$ cat src/logic/backlight_pkg.sv
// Shared constants of the backlight dimming interface: frame layout, defaults, timings.
// Assumes a single 40 MHz system clock; times are kept in microseconds and converted here.
package backlight_pkg;

    // Clock rate used for every time conversion
    localparam int unsigned CLK_MHZ = 40;

    // Times as printed, microseconds
    localparam int unsigned DETECT_DELAY_US  = 100;
    localparam int unsigned DETECT_LOW_US    = 260;
    localparam int unsigned DETECT_WINDOW_US = 1000;
    localparam int unsigned EN_OFF_US        = 2500;
    localparam int unsigned DIM_OFF_US       = 20000;
    localparam int unsigned BIT_TIMEOUT_US   = 1000;
    localparam int unsigned ACK_DELAY_US     = 2;
    localparam int unsigned ACK_HOLD_US      = 512;

    // Cycle counts; all figures are whole microseconds, so ceiling and floor coincide
    localparam int unsigned DETECT_DELAY_CYC  = (DETECT_DELAY_US * CLK_MHZ + 0) / 1;
    localparam int unsigned DETECT_LOW_CYC    = DETECT_LOW_US * CLK_MHZ;
    localparam int unsigned DETECT_WINDOW_CYC = DETECT_WINDOW_US * CLK_MHZ;
    localparam int unsigned EN_OFF_CYC        = EN_OFF_US * CLK_MHZ;
    localparam int unsigned DIM_OFF_CYC       = DIM_OFF_US * CLK_MHZ;
    localparam int unsigned BIT_TIMEOUT_CYC   = BIT_TIMEOUT_US * CLK_MHZ;
    localparam int unsigned ACK_DELAY_CYC     = ACK_DELAY_US * CLK_MHZ;
    localparam int unsigned ACK_HOLD_CYC      = ACK_HOLD_US * CLK_MHZ;

    // Boost switching period in system cycles
    localparam int unsigned SWITCH_PERIOD_CYC = 33;

    // Command frame layout, LSB first on the wire
    localparam int unsigned FRAME_BITS   = 24;
    localparam int unsigned ADDR_LSB     = 16;
    localparam int unsigned ACK_REQ_BIT  = 10;
    localparam int unsigned CODE_BITS    = 9;
    localparam logic [8:0]  CODE_DEFAULT = 9'h1FF;
    localparam logic [8:0]  CODE_FULL    = 9'h1FF;

    // Duty measurement: window of 511 * 2^DUTY_SHIFT cycles
    localparam int unsigned DUTY_SHIFT      = 7;
    localparam int unsigned DUTY_WINDOW_CYC = 511 << DUTY_SHIFT;

    // Interface selection state, one-hot
    typedef enum logic [4:0] {
        ST_OFF    = 5'b00001,
        ST_DELAY  = 5'b00010,
        ST_WINDOW = 5'b00100,
        ST_WIRE   = 5'b01000,
        ST_DUTY   = 5'b10000
    } mode_e;

endpackage

$ cat src/logic/one_wire_receiver.sv
// Bit decoder for one-wire brightness commands.
// Assumes lineLevel is already synchronised to clk; enable low clears all progress.
`timescale 1ns/1ps
module one_wire_receiver #(
    parameter int unsigned TIMEOUT_CYCLES = backlight_pkg::BIT_TIMEOUT_CYC
) (
    input  wire logic        clk,        // System clock
    input  wire logic        reset_n,    // Async reset, active low
    input  wire logic        enable,     // Decoding allowed
    input  wire logic        lineLevel,  // Synchronised line level
    output logic             frameValid, // One-cycle pulse per full frame
    output logic [23:0]      frameData   // Last complete frame
);
    logic        lineDly_q;
    logic [15:0] lowCnt_q;
    logic [15:0] highCnt_q;
    logic        armed_q;
    logic [4:0]  bitCnt_q;
    logic [23:0] shift_q;
    logic        newBit;
    logic        fallEdge;

    // Bit value from phase ratio, independent of bit rate
    assign newBit   = highCnt_q > lowCnt_q;
    assign fallEdge = lineDly_q & ~lineLevel;

    // Previous line level for edge detection
    always_ff @(posedge clk or negedge reset_n) begin
        if (!reset_n) begin
            lineDly_q <= 1'b1;
        end else begin
            lineDly_q <= lineLevel;
        end
    end

    // Phase timing, bit assembly and frame completion
    always_ff @(posedge clk or negedge reset_n) begin
        if (!reset_n) begin
            lowCnt_q   <= 16'h0000;
            highCnt_q  <= 16'h0000;
            armed_q    <= 1'b0;
            bitCnt_q   <= 5'h00;
            shift_q    <= 24'h000000;
            frameValid <= 1'b0;
            frameData  <= 24'h000000;
        end else if (!enable) begin
            lowCnt_q   <= 16'h0000;
            highCnt_q  <= 16'h0000;
            armed_q    <= 1'b0;
            bitCnt_q   <= 5'h00;
            frameValid <= 1'b0;
        end else begin
            frameValid <= 1'b0;
            if (fallEdge) begin
                lowCnt_q  <= 16'h0001;
                highCnt_q <= 16'h0000;
                armed_q   <= 1'b1;
                if (armed_q) begin
                    shift_q <= {newBit, shift_q[23:1]};
                    if (bitCnt_q == 5'(backlight_pkg::FRAME_BITS - 1)) begin
                        frameData  <= {newBit, shift_q[23:1]};
                        frameValid <= 1'b1;
                        bitCnt_q   <= 5'h00;
                        armed_q    <= 1'b0; // End-of-stream low starts no bit
                    end else begin
                        bitCnt_q <= bitCnt_q + 5'h01;
                    end
                end
            end else if (!lineLevel) begin
                if (lowCnt_q != 16'hFFFF) begin
                    lowCnt_q <= lowCnt_q + 16'h0001;
                end
            end else begin
                if (highCnt_q != 16'hFFFF) begin
                    highCnt_q <= highCnt_q + 16'h0001;
                end
                // A stalled transfer drops the partial frame
                if (highCnt_q == 16'(TIMEOUT_CYCLES)) begin
                    armed_q  <= 1'b0;
                    bitCnt_q <= 5'h00;
                end
            end
        end
    end
endmodule

$ cat src/logic/backlight_dimming_interface.sv
// Control logic of a two-channel backlight driver: interface selection, enable timing,
// one-wire command handling, duty measurement, switch current limit and thermal off.
// Assumes all pin and comparator inputs are asynchronous to sys_clk; the acknowledge
// drive is open-drain, resolved outside from ctrlLineOut and ctrlLineOe_n.
`timescale 1ns/1ps
module backlight_dimming_interface #(
    parameter logic [7:0]  DEVICE_ADDRESS    = 8'hA5, // Arbitrary value
    parameter int unsigned DETECT_LOW_CYCLES = backlight_pkg::DETECT_LOW_CYC,
    parameter int unsigned WINDOW_CYCLES     = backlight_pkg::DETECT_WINDOW_CYC,
    parameter int unsigned EN_OFF_CYCLES     = backlight_pkg::EN_OFF_CYC,
    parameter int unsigned DIM_OFF_CYCLES    = backlight_pkg::DIM_OFF_CYC,
    parameter int unsigned BIT_TIMEOUT       = backlight_pkg::BIT_TIMEOUT_CYC,
    parameter int unsigned ACK_HOLD_CYCLES   = backlight_pkg::ACK_HOLD_CYC
) (
    input  wire logic       sys_clk,          // System clock, 40 MHz
    input  wire logic       reset_n,          // Power-on reset, active low
    input  wire logic       ctrlLineIn,       // Control line level at the pin
    output logic            ctrlLineOut,      // Acknowledge drive value, always low
    output logic            ctrlLineOe_n,     // Low while pulling the line low
    input  wire logic       dimPin,           // Dimming pin level
    input  wire logic       supplyOk,         // Supply above lockout level
    input  wire logic       overCurrent,      // Inductor current at limit
    input  wire logic       overTemp,         // Thermal comparator, hysteresis outside
    output logic            deviceOn,         // Device running
    output logic            oneWireMode,      // One-wire interface selected
    output logic [8:0]      brightnessCode,   // Stored one-wire code
    output logic [8:0]      channelLevel,     // Channel current in 1/511 of full scale
    output logic            switchGate        // Boost switch on
);
    localparam int CW = 20;

    // Synchronisers: stage one is read only by stage two
    logic [4:0] syncA_q;
    logic [4:0] syncB_q;
    logic       enLvl;
    logic       dimLvl;
    logic       supLvl;
    logic       ocLvl;
    logic       hotLvl;

    always_ff @(posedge sys_clk or negedge reset_n) begin
        if (!reset_n) begin
            syncA_q <= 5'h00;
            syncB_q <= 5'h00;
        end else begin
            syncA_q <= {overTemp, overCurrent, supplyOk, dimPin, ctrlLineIn};
            syncB_q <= syncA_q;
        end
    end

    assign enLvl  = syncB_q[0];
    assign dimLvl = syncB_q[1];
    assign supLvl = syncB_q[2];
    assign ocLvl  = syncB_q[3];
    assign hotLvl = syncB_q[4];

    // Previous control level for the end of the detection pulse
    logic enDly_q;
    logic enRise;

    always_ff @(posedge sys_clk or negedge reset_n) begin
        if (!reset_n) begin
            enDly_q <= 1'b0;
        end else begin
            enDly_q <= enLvl;
        end
    end

    assign enRise = enLvl & ~enDly_q;

    backlight_pkg::mode_e state_q;
    logic [CW-1:0]        winCnt_q;
    logic [CW-1:0]        detLowCnt_q;
    logic [CW-1:0]        enLowCnt_q;
    logic [CW-1:0]        dimLowCnt_q;
    logic                 acking;
    logic                 startOk;
    logic                 shutOff;

    // Start needs supply, both pins and no thermal fault
    assign startOk = supLvl & enLvl & dimLvl & ~hotLvl;
    // Disable conditions checked in every running state
    assign shutOff = ~supLvl | hotLvl
                   | (enLowCnt_q > CW'(EN_OFF_CYCLES))
                   | (dimLowCnt_q > CW'(DIM_OFF_CYCLES));

    // Interface selection; every start from shutdown runs detection again
    always_ff @(posedge sys_clk or negedge reset_n) begin
        if (!reset_n) begin
            state_q  <= backlight_pkg::ST_OFF;
            winCnt_q <= '0;
        end else begin
            unique case (state_q)
                backlight_pkg::ST_OFF: begin
                    winCnt_q <= '0;
                    if (startOk) begin
                        state_q <= backlight_pkg::ST_DELAY;
                    end
                end
                backlight_pkg::ST_DELAY: begin
                    winCnt_q <= winCnt_q + 1'b1;
                    if (shutOff) begin
                        state_q <= backlight_pkg::ST_OFF;
                    end else if (winCnt_q == CW'(backlight_pkg::DETECT_DELAY_CYC - 1)) begin
                        state_q <= backlight_pkg::ST_WINDOW;
                    end
                end
                backlight_pkg::ST_WINDOW: begin
                    winCnt_q <= winCnt_q + 1'b1;
                    if (shutOff) begin
                        state_q <= backlight_pkg::ST_OFF;
                    end else if (enRise && dimLvl
                                 && detLowCnt_q > CW'(DETECT_LOW_CYCLES)) begin
                        state_q <= backlight_pkg::ST_WIRE;
                    end else if (winCnt_q >= CW'(WINDOW_CYCLES - 1)) begin
                        state_q <= backlight_pkg::ST_DUTY;
                    end
                end
                backlight_pkg::ST_WIRE,
                backlight_pkg::ST_DUTY: begin
                    if (shutOff) begin
                        state_q <= backlight_pkg::ST_OFF;
                    end
                end
            endcase
        end
    end

    // Length of the detection low pulse, counted only inside the window
    always_ff @(posedge sys_clk or negedge reset_n) begin
        if (!reset_n) begin
            detLowCnt_q <= '0;
        end else if (state_q == backlight_pkg::ST_WINDOW && !enLvl) begin
            if (detLowCnt_q != {CW{1'b1}}) begin
                detLowCnt_q <= detLowCnt_q + 1'b1;
            end
        end else if (enLvl) begin
            detLowCnt_q <= '0;
        end
    end

    // Disable timers; own acknowledge drive is not a master low
    always_ff @(posedge sys_clk or negedge reset_n) begin
        if (!reset_n) begin
            enLowCnt_q  <= '0;
            dimLowCnt_q <= '0;
        end else begin
            if (enLvl || acking || state_q == backlight_pkg::ST_OFF) begin
                enLowCnt_q <= '0;
            end else if (enLowCnt_q != {CW{1'b1}}) begin
                enLowCnt_q <= enLowCnt_q + 1'b1;
            end
            if (dimLvl || state_q == backlight_pkg::ST_OFF) begin
                dimLowCnt_q <= '0;
            end else if (dimLowCnt_q != {CW{1'b1}}) begin
                dimLowCnt_q <= dimLowCnt_q + 1'b1;
            end
        end
    end

    // Command reception, idle while the device drives its acknowledge
    logic        frameValid;
    logic [23:0] frameData;
    logic        addrMatch;

    one_wire_receiver #(
        .TIMEOUT_CYCLES (BIT_TIMEOUT)
    ) receiver (
        .clk        (sys_clk),
        .reset_n    (reset_n),
        .enable     (state_q == backlight_pkg::ST_WIRE && !acking),
        .lineLevel  (enLvl),
        .frameValid (frameValid),
        .frameData  (frameData)
    );

    assign addrMatch = frameData[backlight_pkg::ADDR_LSB +: 8] == DEVICE_ADDRESS;

    // Brightness store; default whenever the device is off
    always_ff @(posedge sys_clk or negedge reset_n) begin
        if (!reset_n) begin
            brightnessCode <= backlight_pkg::CODE_DEFAULT;
        end else if (state_q == backlight_pkg::ST_OFF) begin
            brightnessCode <= backlight_pkg::CODE_DEFAULT;
        end else if (frameValid && addrMatch) begin
            brightnessCode <= frameData[backlight_pkg::CODE_BITS-1:0];
        end
    end

    // Acknowledge: short gap after the frame, then hold the line low
    logic [CW-1:0] ackCnt_q;
    logic          ackWait_q;
    logic          ackDrive_q;

    assign acking = ackWait_q | ackDrive_q;

    always_ff @(posedge sys_clk or negedge reset_n) begin
        if (!reset_n) begin
            ackCnt_q   <= '0;
            ackWait_q  <= 1'b0;
            ackDrive_q <= 1'b0;
        end else if (state_q != backlight_pkg::ST_WIRE) begin
            ackCnt_q   <= '0;
            ackWait_q  <= 1'b0;
            ackDrive_q <= 1'b0;
        end else if (frameValid && addrMatch && frameData[backlight_pkg::ACK_REQ_BIT]) begin
            ackWait_q <= 1'b1;
            ackCnt_q  <= '0;
        end else if (ackWait_q) begin
            ackCnt_q <= ackCnt_q + 1'b1;
            if (ackCnt_q == CW'(backlight_pkg::ACK_DELAY_CYC - 1)) begin
                ackWait_q  <= 1'b0;
                ackDrive_q <= 1'b1;
                ackCnt_q   <= '0;
            end
        end else if (ackDrive_q) begin
            ackCnt_q <= ackCnt_q + 1'b1;
            if (ackCnt_q == CW'(ACK_HOLD_CYCLES - 1)) begin
                ackDrive_q <= 1'b0;
            end
        end
    end

    assign ctrlLineOut  = 1'b0;
    assign ctrlLineOe_n = ~ackDrive_q;

    // Duty measurement over a fixed window; a slow window trades response for no divider
    logic [15:0] dutyWin_q;
    logic [15:0] dutyHigh_q;
    logic [8:0]  dutyCode_q;

    always_ff @(posedge sys_clk or negedge reset_n) begin
        if (!reset_n) begin
            dutyWin_q  <= 16'h0000;
            dutyHigh_q <= 16'h0000;
            dutyCode_q <= backlight_pkg::CODE_FULL;
        end else if (state_q != backlight_pkg::ST_DUTY) begin
            dutyWin_q  <= 16'h0000;
            dutyHigh_q <= 16'h0000;
            dutyCode_q <= backlight_pkg::CODE_FULL;
        end else if (dutyWin_q == 16'(backlight_pkg::DUTY_WINDOW_CYC - 1)) begin
            dutyWin_q  <= 16'h0000;
            dutyHigh_q <= 16'h0000;
            dutyCode_q <= 9'((dutyHigh_q + {15'h0000, dimLvl}) >> backlight_pkg::DUTY_SHIFT);
        end else begin
            dutyWin_q  <= dutyWin_q + 16'h0001;
            dutyHigh_q <= dutyHigh_q + {15'h0000, dimLvl};
        end
    end

    // Channel current code from the selected interface
    always_ff @(posedge sys_clk or negedge reset_n) begin
        if (!reset_n) begin
            channelLevel <= 9'h000;
        end else if (state_q == backlight_pkg::ST_WIRE) begin
            channelLevel <= brightnessCode;
        end else if (state_q == backlight_pkg::ST_DUTY) begin
            channelLevel <= dutyCode_q;
        end else begin
            channelLevel <= 9'h000;
        end
    end

    assign deviceOn    = state_q == backlight_pkg::ST_WIRE || state_q == backlight_pkg::ST_DUTY;
    assign oneWireMode = state_q == backlight_pkg::ST_WIRE;

    // Switching cycle start from a divider
    logic [5:0] swCnt_q;
    logic       cycleStart;

    always_ff @(posedge sys_clk or negedge reset_n) begin
        if (!reset_n) begin
            swCnt_q <= 6'h00;
        end else if (swCnt_q == 6'(backlight_pkg::SWITCH_PERIOD_CYC - 1)) begin
            swCnt_q <= 6'h00;
        end else begin
            swCnt_q <= swCnt_q + 6'h01;
        end
    end

    assign cycleStart = swCnt_q == 6'h00;

    // Pulse-by-pulse limit: off at the limit, on again only at the next cycle.
    // Limit outranks cycle start, so a standing overload never gives a one-cycle pulse.
    always_ff @(posedge sys_clk or negedge reset_n) begin
        if (!reset_n) begin
            switchGate <= 1'b0;
        end else if (!deviceOn) begin
            switchGate <= 1'b0;
        end else if (ocLvl) begin
            switchGate <= 1'b0;
        end else if (cycleStart) begin
            switchGate <= 1'b1;
        end
    end
endmodule

$ cat config.mk
export PLATFORM = sky130hd
export DESIGN_NAME = backlight_dimming_interface
export DESIGN_NICKNAME = d
export VERILOG_FILES = /design/src/logic/backlight_pkg.sv /design/src/logic/one_wire_receiver.sv /design/src/logic/backlight_dimming_interface.sv
export SDC_FILE = /design/constraint.sdc
export NUM_CORES = 1
export LEC_CHECK = 0
export BUFFER_PORTS_ARGS = -buffer_cell sky130_fd_sc_hd__buf_4
export CORE_AREA = 2 2 163 165
export CTS_BUF_LIST = sky130_fd_sc_hd__clkbuf_4
export DETAILED_ROUTE_END_ITERATION = 8
export DIE_AREA = 0 0 165 167
export PLACE_DENSITY_LB_ADDON = 0.08
export SLEW_MARGIN = 20
export SYNTH_ARGS = -nofsm -noshare
export SYNTH_HDL_FRONTEND = slang
export SYNTH_SLANG_ARGS = --single-unit
$ cat constraint.sdc
create_clock -name sys_clk -period 2.2 [get_ports sys_clk]
set_clock_uncertainty 0.1 [all_clocks]
set_input_delay 0.11 -clock sys_clk [delete_from_list [all_inputs] [get_ports sys_clk]]
set_output_delay 0.11 -clock sys_clk [all_outputs]
set_load 0.02 [all_outputs]
==> impl_metrics.ini <==
[setup_path]
worstReg2RegStart = state_q[3]$_DFFE_PN0P_
r2r_end = enLowCnt_q[6]$_DFFE_PN0P_
critical_path_class = reg2reg
r2r_cells = 5
crit_path_start = state_q[3]$_DFFE_PN0P_
r2r_slack_ns = 0.08
crit_end = enLowCnt_q[6]$_DFFE_PN0P_
required_ns = 2.63
critPathMaxFanout = 7
worst-endpoint-arrival_ns = 2.56
cp-start-kind = flop
cp-end-kind = flop

[worst_hold_path]
hold_path.class = reg2reg

[yosys]
synthFlopType = dfrtp_1
syn_nets = 1429
ys_seq_area_share_pct = 49.6
syn_area_per_cell_um2 = 9.66
synthAdderAreaFrac_pct = 3.08
synth_top_area_share_pct = 45.7
synth_compound_area_share_pct = 9.68
synth-edff-count = 0
synthesis.instances = 1389
synth-seq-cells = 265
yosysWarnings = 0
synth_top_cell_by_area = dfrtp_1
synth_mux_area_share_pct = 3.67
yosys.area_share.simple_pct = 23.9
async_reset_ff_share_pct = 100
syn-cell-area_mm2 = 0.0134
synth.most_common_cell = dfrtp_1
synth.area.top_cells = dfrtp_1 46%, nand2_1 4.6%, nor2_1 4.6%
ys_types = 75
synth_top_family_by_area = simple AND/OR/NAND/NOR gates
synthXorXnorAreaFrac_pct = 6.53
ys_top_cells_by_count = 245 x dfrtp_1, 164 x nand2_1, 164 x nor2_1

[grt]
grt.met2_usage_pct = 34.2
gr-max-usage-layer = met2
grt_first_pass_wirelength_mm = 50.6
grt_max_degree = 66
grt_use_met1_pct = 31.2
grtUsageTotal_pct = 22.2
overflow = 0
grt_util_met3_pct = 4.61
antenna_found_initial = 1
grt_pass1_vias = 10500

[place]
dp.cells = 1765
hpwlAfterDp_mm = 19.9
port_buffers = 28
gp_congestion = 0.821
post-place-ws_ns = 0.0317

[detailed_routing]
wl_mm = 29.5
route.detailed.drc = 0
via_per_inst = 5.52
drtIter0Drc = 561
ant_nets = 0
num_vias = 10600
wire_per_inst_um = 15.3
dr.pass1.iters = 5

[clocking]
numCtsBuffers = 74
htreeDepth = 3
root_buffer = clkbuf_4
clk_pin_slew_ns = 0.06
cts_tree = yes
cts.sinks = 265
cts_max_path_buffers = 3
insertion_delay_ns = 0.67

[pwr]
switching_share_pct = 26.8
peakVddDrop_v = 0.000413
p_sw_mw = 2.83
seq_power_share_pct = 48.0
power_frac_comb_pct = 10.2
cellLeakagePower_nw = 7.00
power_frac_clock_pct = 41.8
p_per_area_mw_per_mm2 = 672
intPower_mw = 7.71

[cells_and_area]
drive_gt1_share_pct = 19.4
nNetsFinal = 1572
syn_to_final_growth_pct = 17.0
instances_no_fill = 1926

[sta]
post-route-period-util_pct = 96.6
maxSlewViolCount = 0
achievable-frequency_ghz = 0.471
hold_violations = 0
slew_headroom_pct = 63.6
timing.final.ws_setup_ns = 0.0754
setup_tns_ns = 0
rsz0062_at_grt = true
finalSetupViolations = 0
min_period_ns = 2.12
tightest_slew_ns = 0.542

[die]
die-height_um = 167
start_util_pct = 52.1
coreArea_mm2 = 0.0258
io_pins = 30
die-area_mm2 = 0.0276
die_w_um = 165
row_count = 59

[job]
max-cap-violations = 0

[outcome]
outcome = complete, no violations
==> power groups by stage <==
stage               Sequential [mW]  Clock [mW]  Combinational [mW]
finish                         5.06        4.40                1.08
global route                   5.07        4.85                1.18
CTS                            5.07        4.59               0.998
detailed placement             5.17           0               0.917
global placement               5.16           0               0.904
floorplan                      5.15           0               0.568
==> how the worst min path moves through the flow <==
stage	slack, ns	depth (start not counted)	startpoint	end
6_report	0.24	0	syncA_q[3]$_DFF_PN0_	syncB_q[3]$_DFF_PN0_
5_1_grt	0.26	0	syncA_q[3]$_DFF_PN0_	syncB_q[3]$_DFF_PN0_
4_1_cts	0.25	0	syncA_q[3]$_DFF_PN0_	syncB_q[3]$_DFF_PN0_
3_5_place_dp	-0.06	1	reset_n	dimLowCnt_q[9]$_DFFE_PN0P_
3_3_place_gp	-0.06	1	reset_n	dimLowCnt_q[9]$_DFFE_PN0P_
2_1_floorplan	-0.29	0	reset_n	ackCnt_q[0]$_DFFE_PN0P_
==> timing repair <==
item	in CTS	in global routing
endpoints found under the setup margin	4	31
cloned	0	0
gates resized for setup	9	17
setup buffers	4	9
hold buffers	13	0
endpoints found under the hold margin	270	0
pin swaps	1	3
==> worst max-delay path, stage by stage, from the launching register on <==
cell	delay (ns)
dfrtp_2	0.46
or3_1	0.42
or3b_1	0.47
nand3b_1	0.27
buf_4	0.20
o41ai_1	0.07
==> state kept, by name, summed over array words and instances, names as in the netlist, 5 cells and up <==
register            cells
swCnt_q                 6
brightnessCode          9
dutyCode_q              9
channelLevel            9
detLowCnt_q            20
receiver.lowCnt_q      16
enLowCnt_q             20
dutyHigh_q             16
state_q                 5
dutyWin_q              16
receiver.frameData     18
winCnt_q               20
syncA_q                 5
receiver.shift_q       23
dimLowCnt_q            20
syncB_q                 5
receiver.bitCnt_q       5
receiver.highCnt_q     16
ackCnt_q               20
==> cell type report <==
class | instances | area (um2)
antenna | 1 | 2.50
multi-input combinational | 1013 | 6370
clock inverter | 24 | 110
fill | 2292 | 10100
tap | 335 | 419
sequential | 265 | 6660
inverter | 53 | 203
clock buffer | 110 | 826
timing repair buffer | 125 | 1100
==> placed cells by master, fill, tap and decap left out, types with 19 or more instances in the layout <==
cell type,netlist,routed
a21oi_1,61,60
and3_1,23,23
and4_1,20,19
buf_4,4,101
clkbuf_4,0,110
dfrtp_1,245,241
dfstp_2,20,20
ha_1,33,33
inv_1,53,51
mux2i_1,29,29
nand2_1,164,163
nand3_1,81,81
nand4_1,36,36
nor2_1,164,163
nor3_1,30,30
nor4_1,22,20
o21ai_0,36,35
xnor2_1,52,52
xor2_1,48,48
==> per-layer routing <==
metal / wire (um) / up-vias
met5: 0 / -
met4: 609 / 0
met3: 1140 / 54
met2: 13700 / 174
met1: 14100 / 5159
li1: - / 5237
==> per-stage QoR <==
step	total power, mW	hold slack (ns)	instance area (um2)	utilization (%)
finish	10.5	0.244	15700	60.9
global route	11.1	0.256	15700	60.9
CTS	10.7	0.247	15600	60.4
detailed placement	6.08	-0.0579	14400	56.0
global placement	6.07	-0.0591	14400	56.0
floorplan	5.72	-0.286	13400	-
==> kinds of logic after synthesis <==
logic type,after synthesis
and+or+nand+nor,629
muxes,47
DFF,265
adders and majority gates,33
xor gates and xnor gates,100
other,1
AOI/OAI and AO/OA,203
buffers and inverters,111
Note: power is estimated with default switching activity, not from simulation.
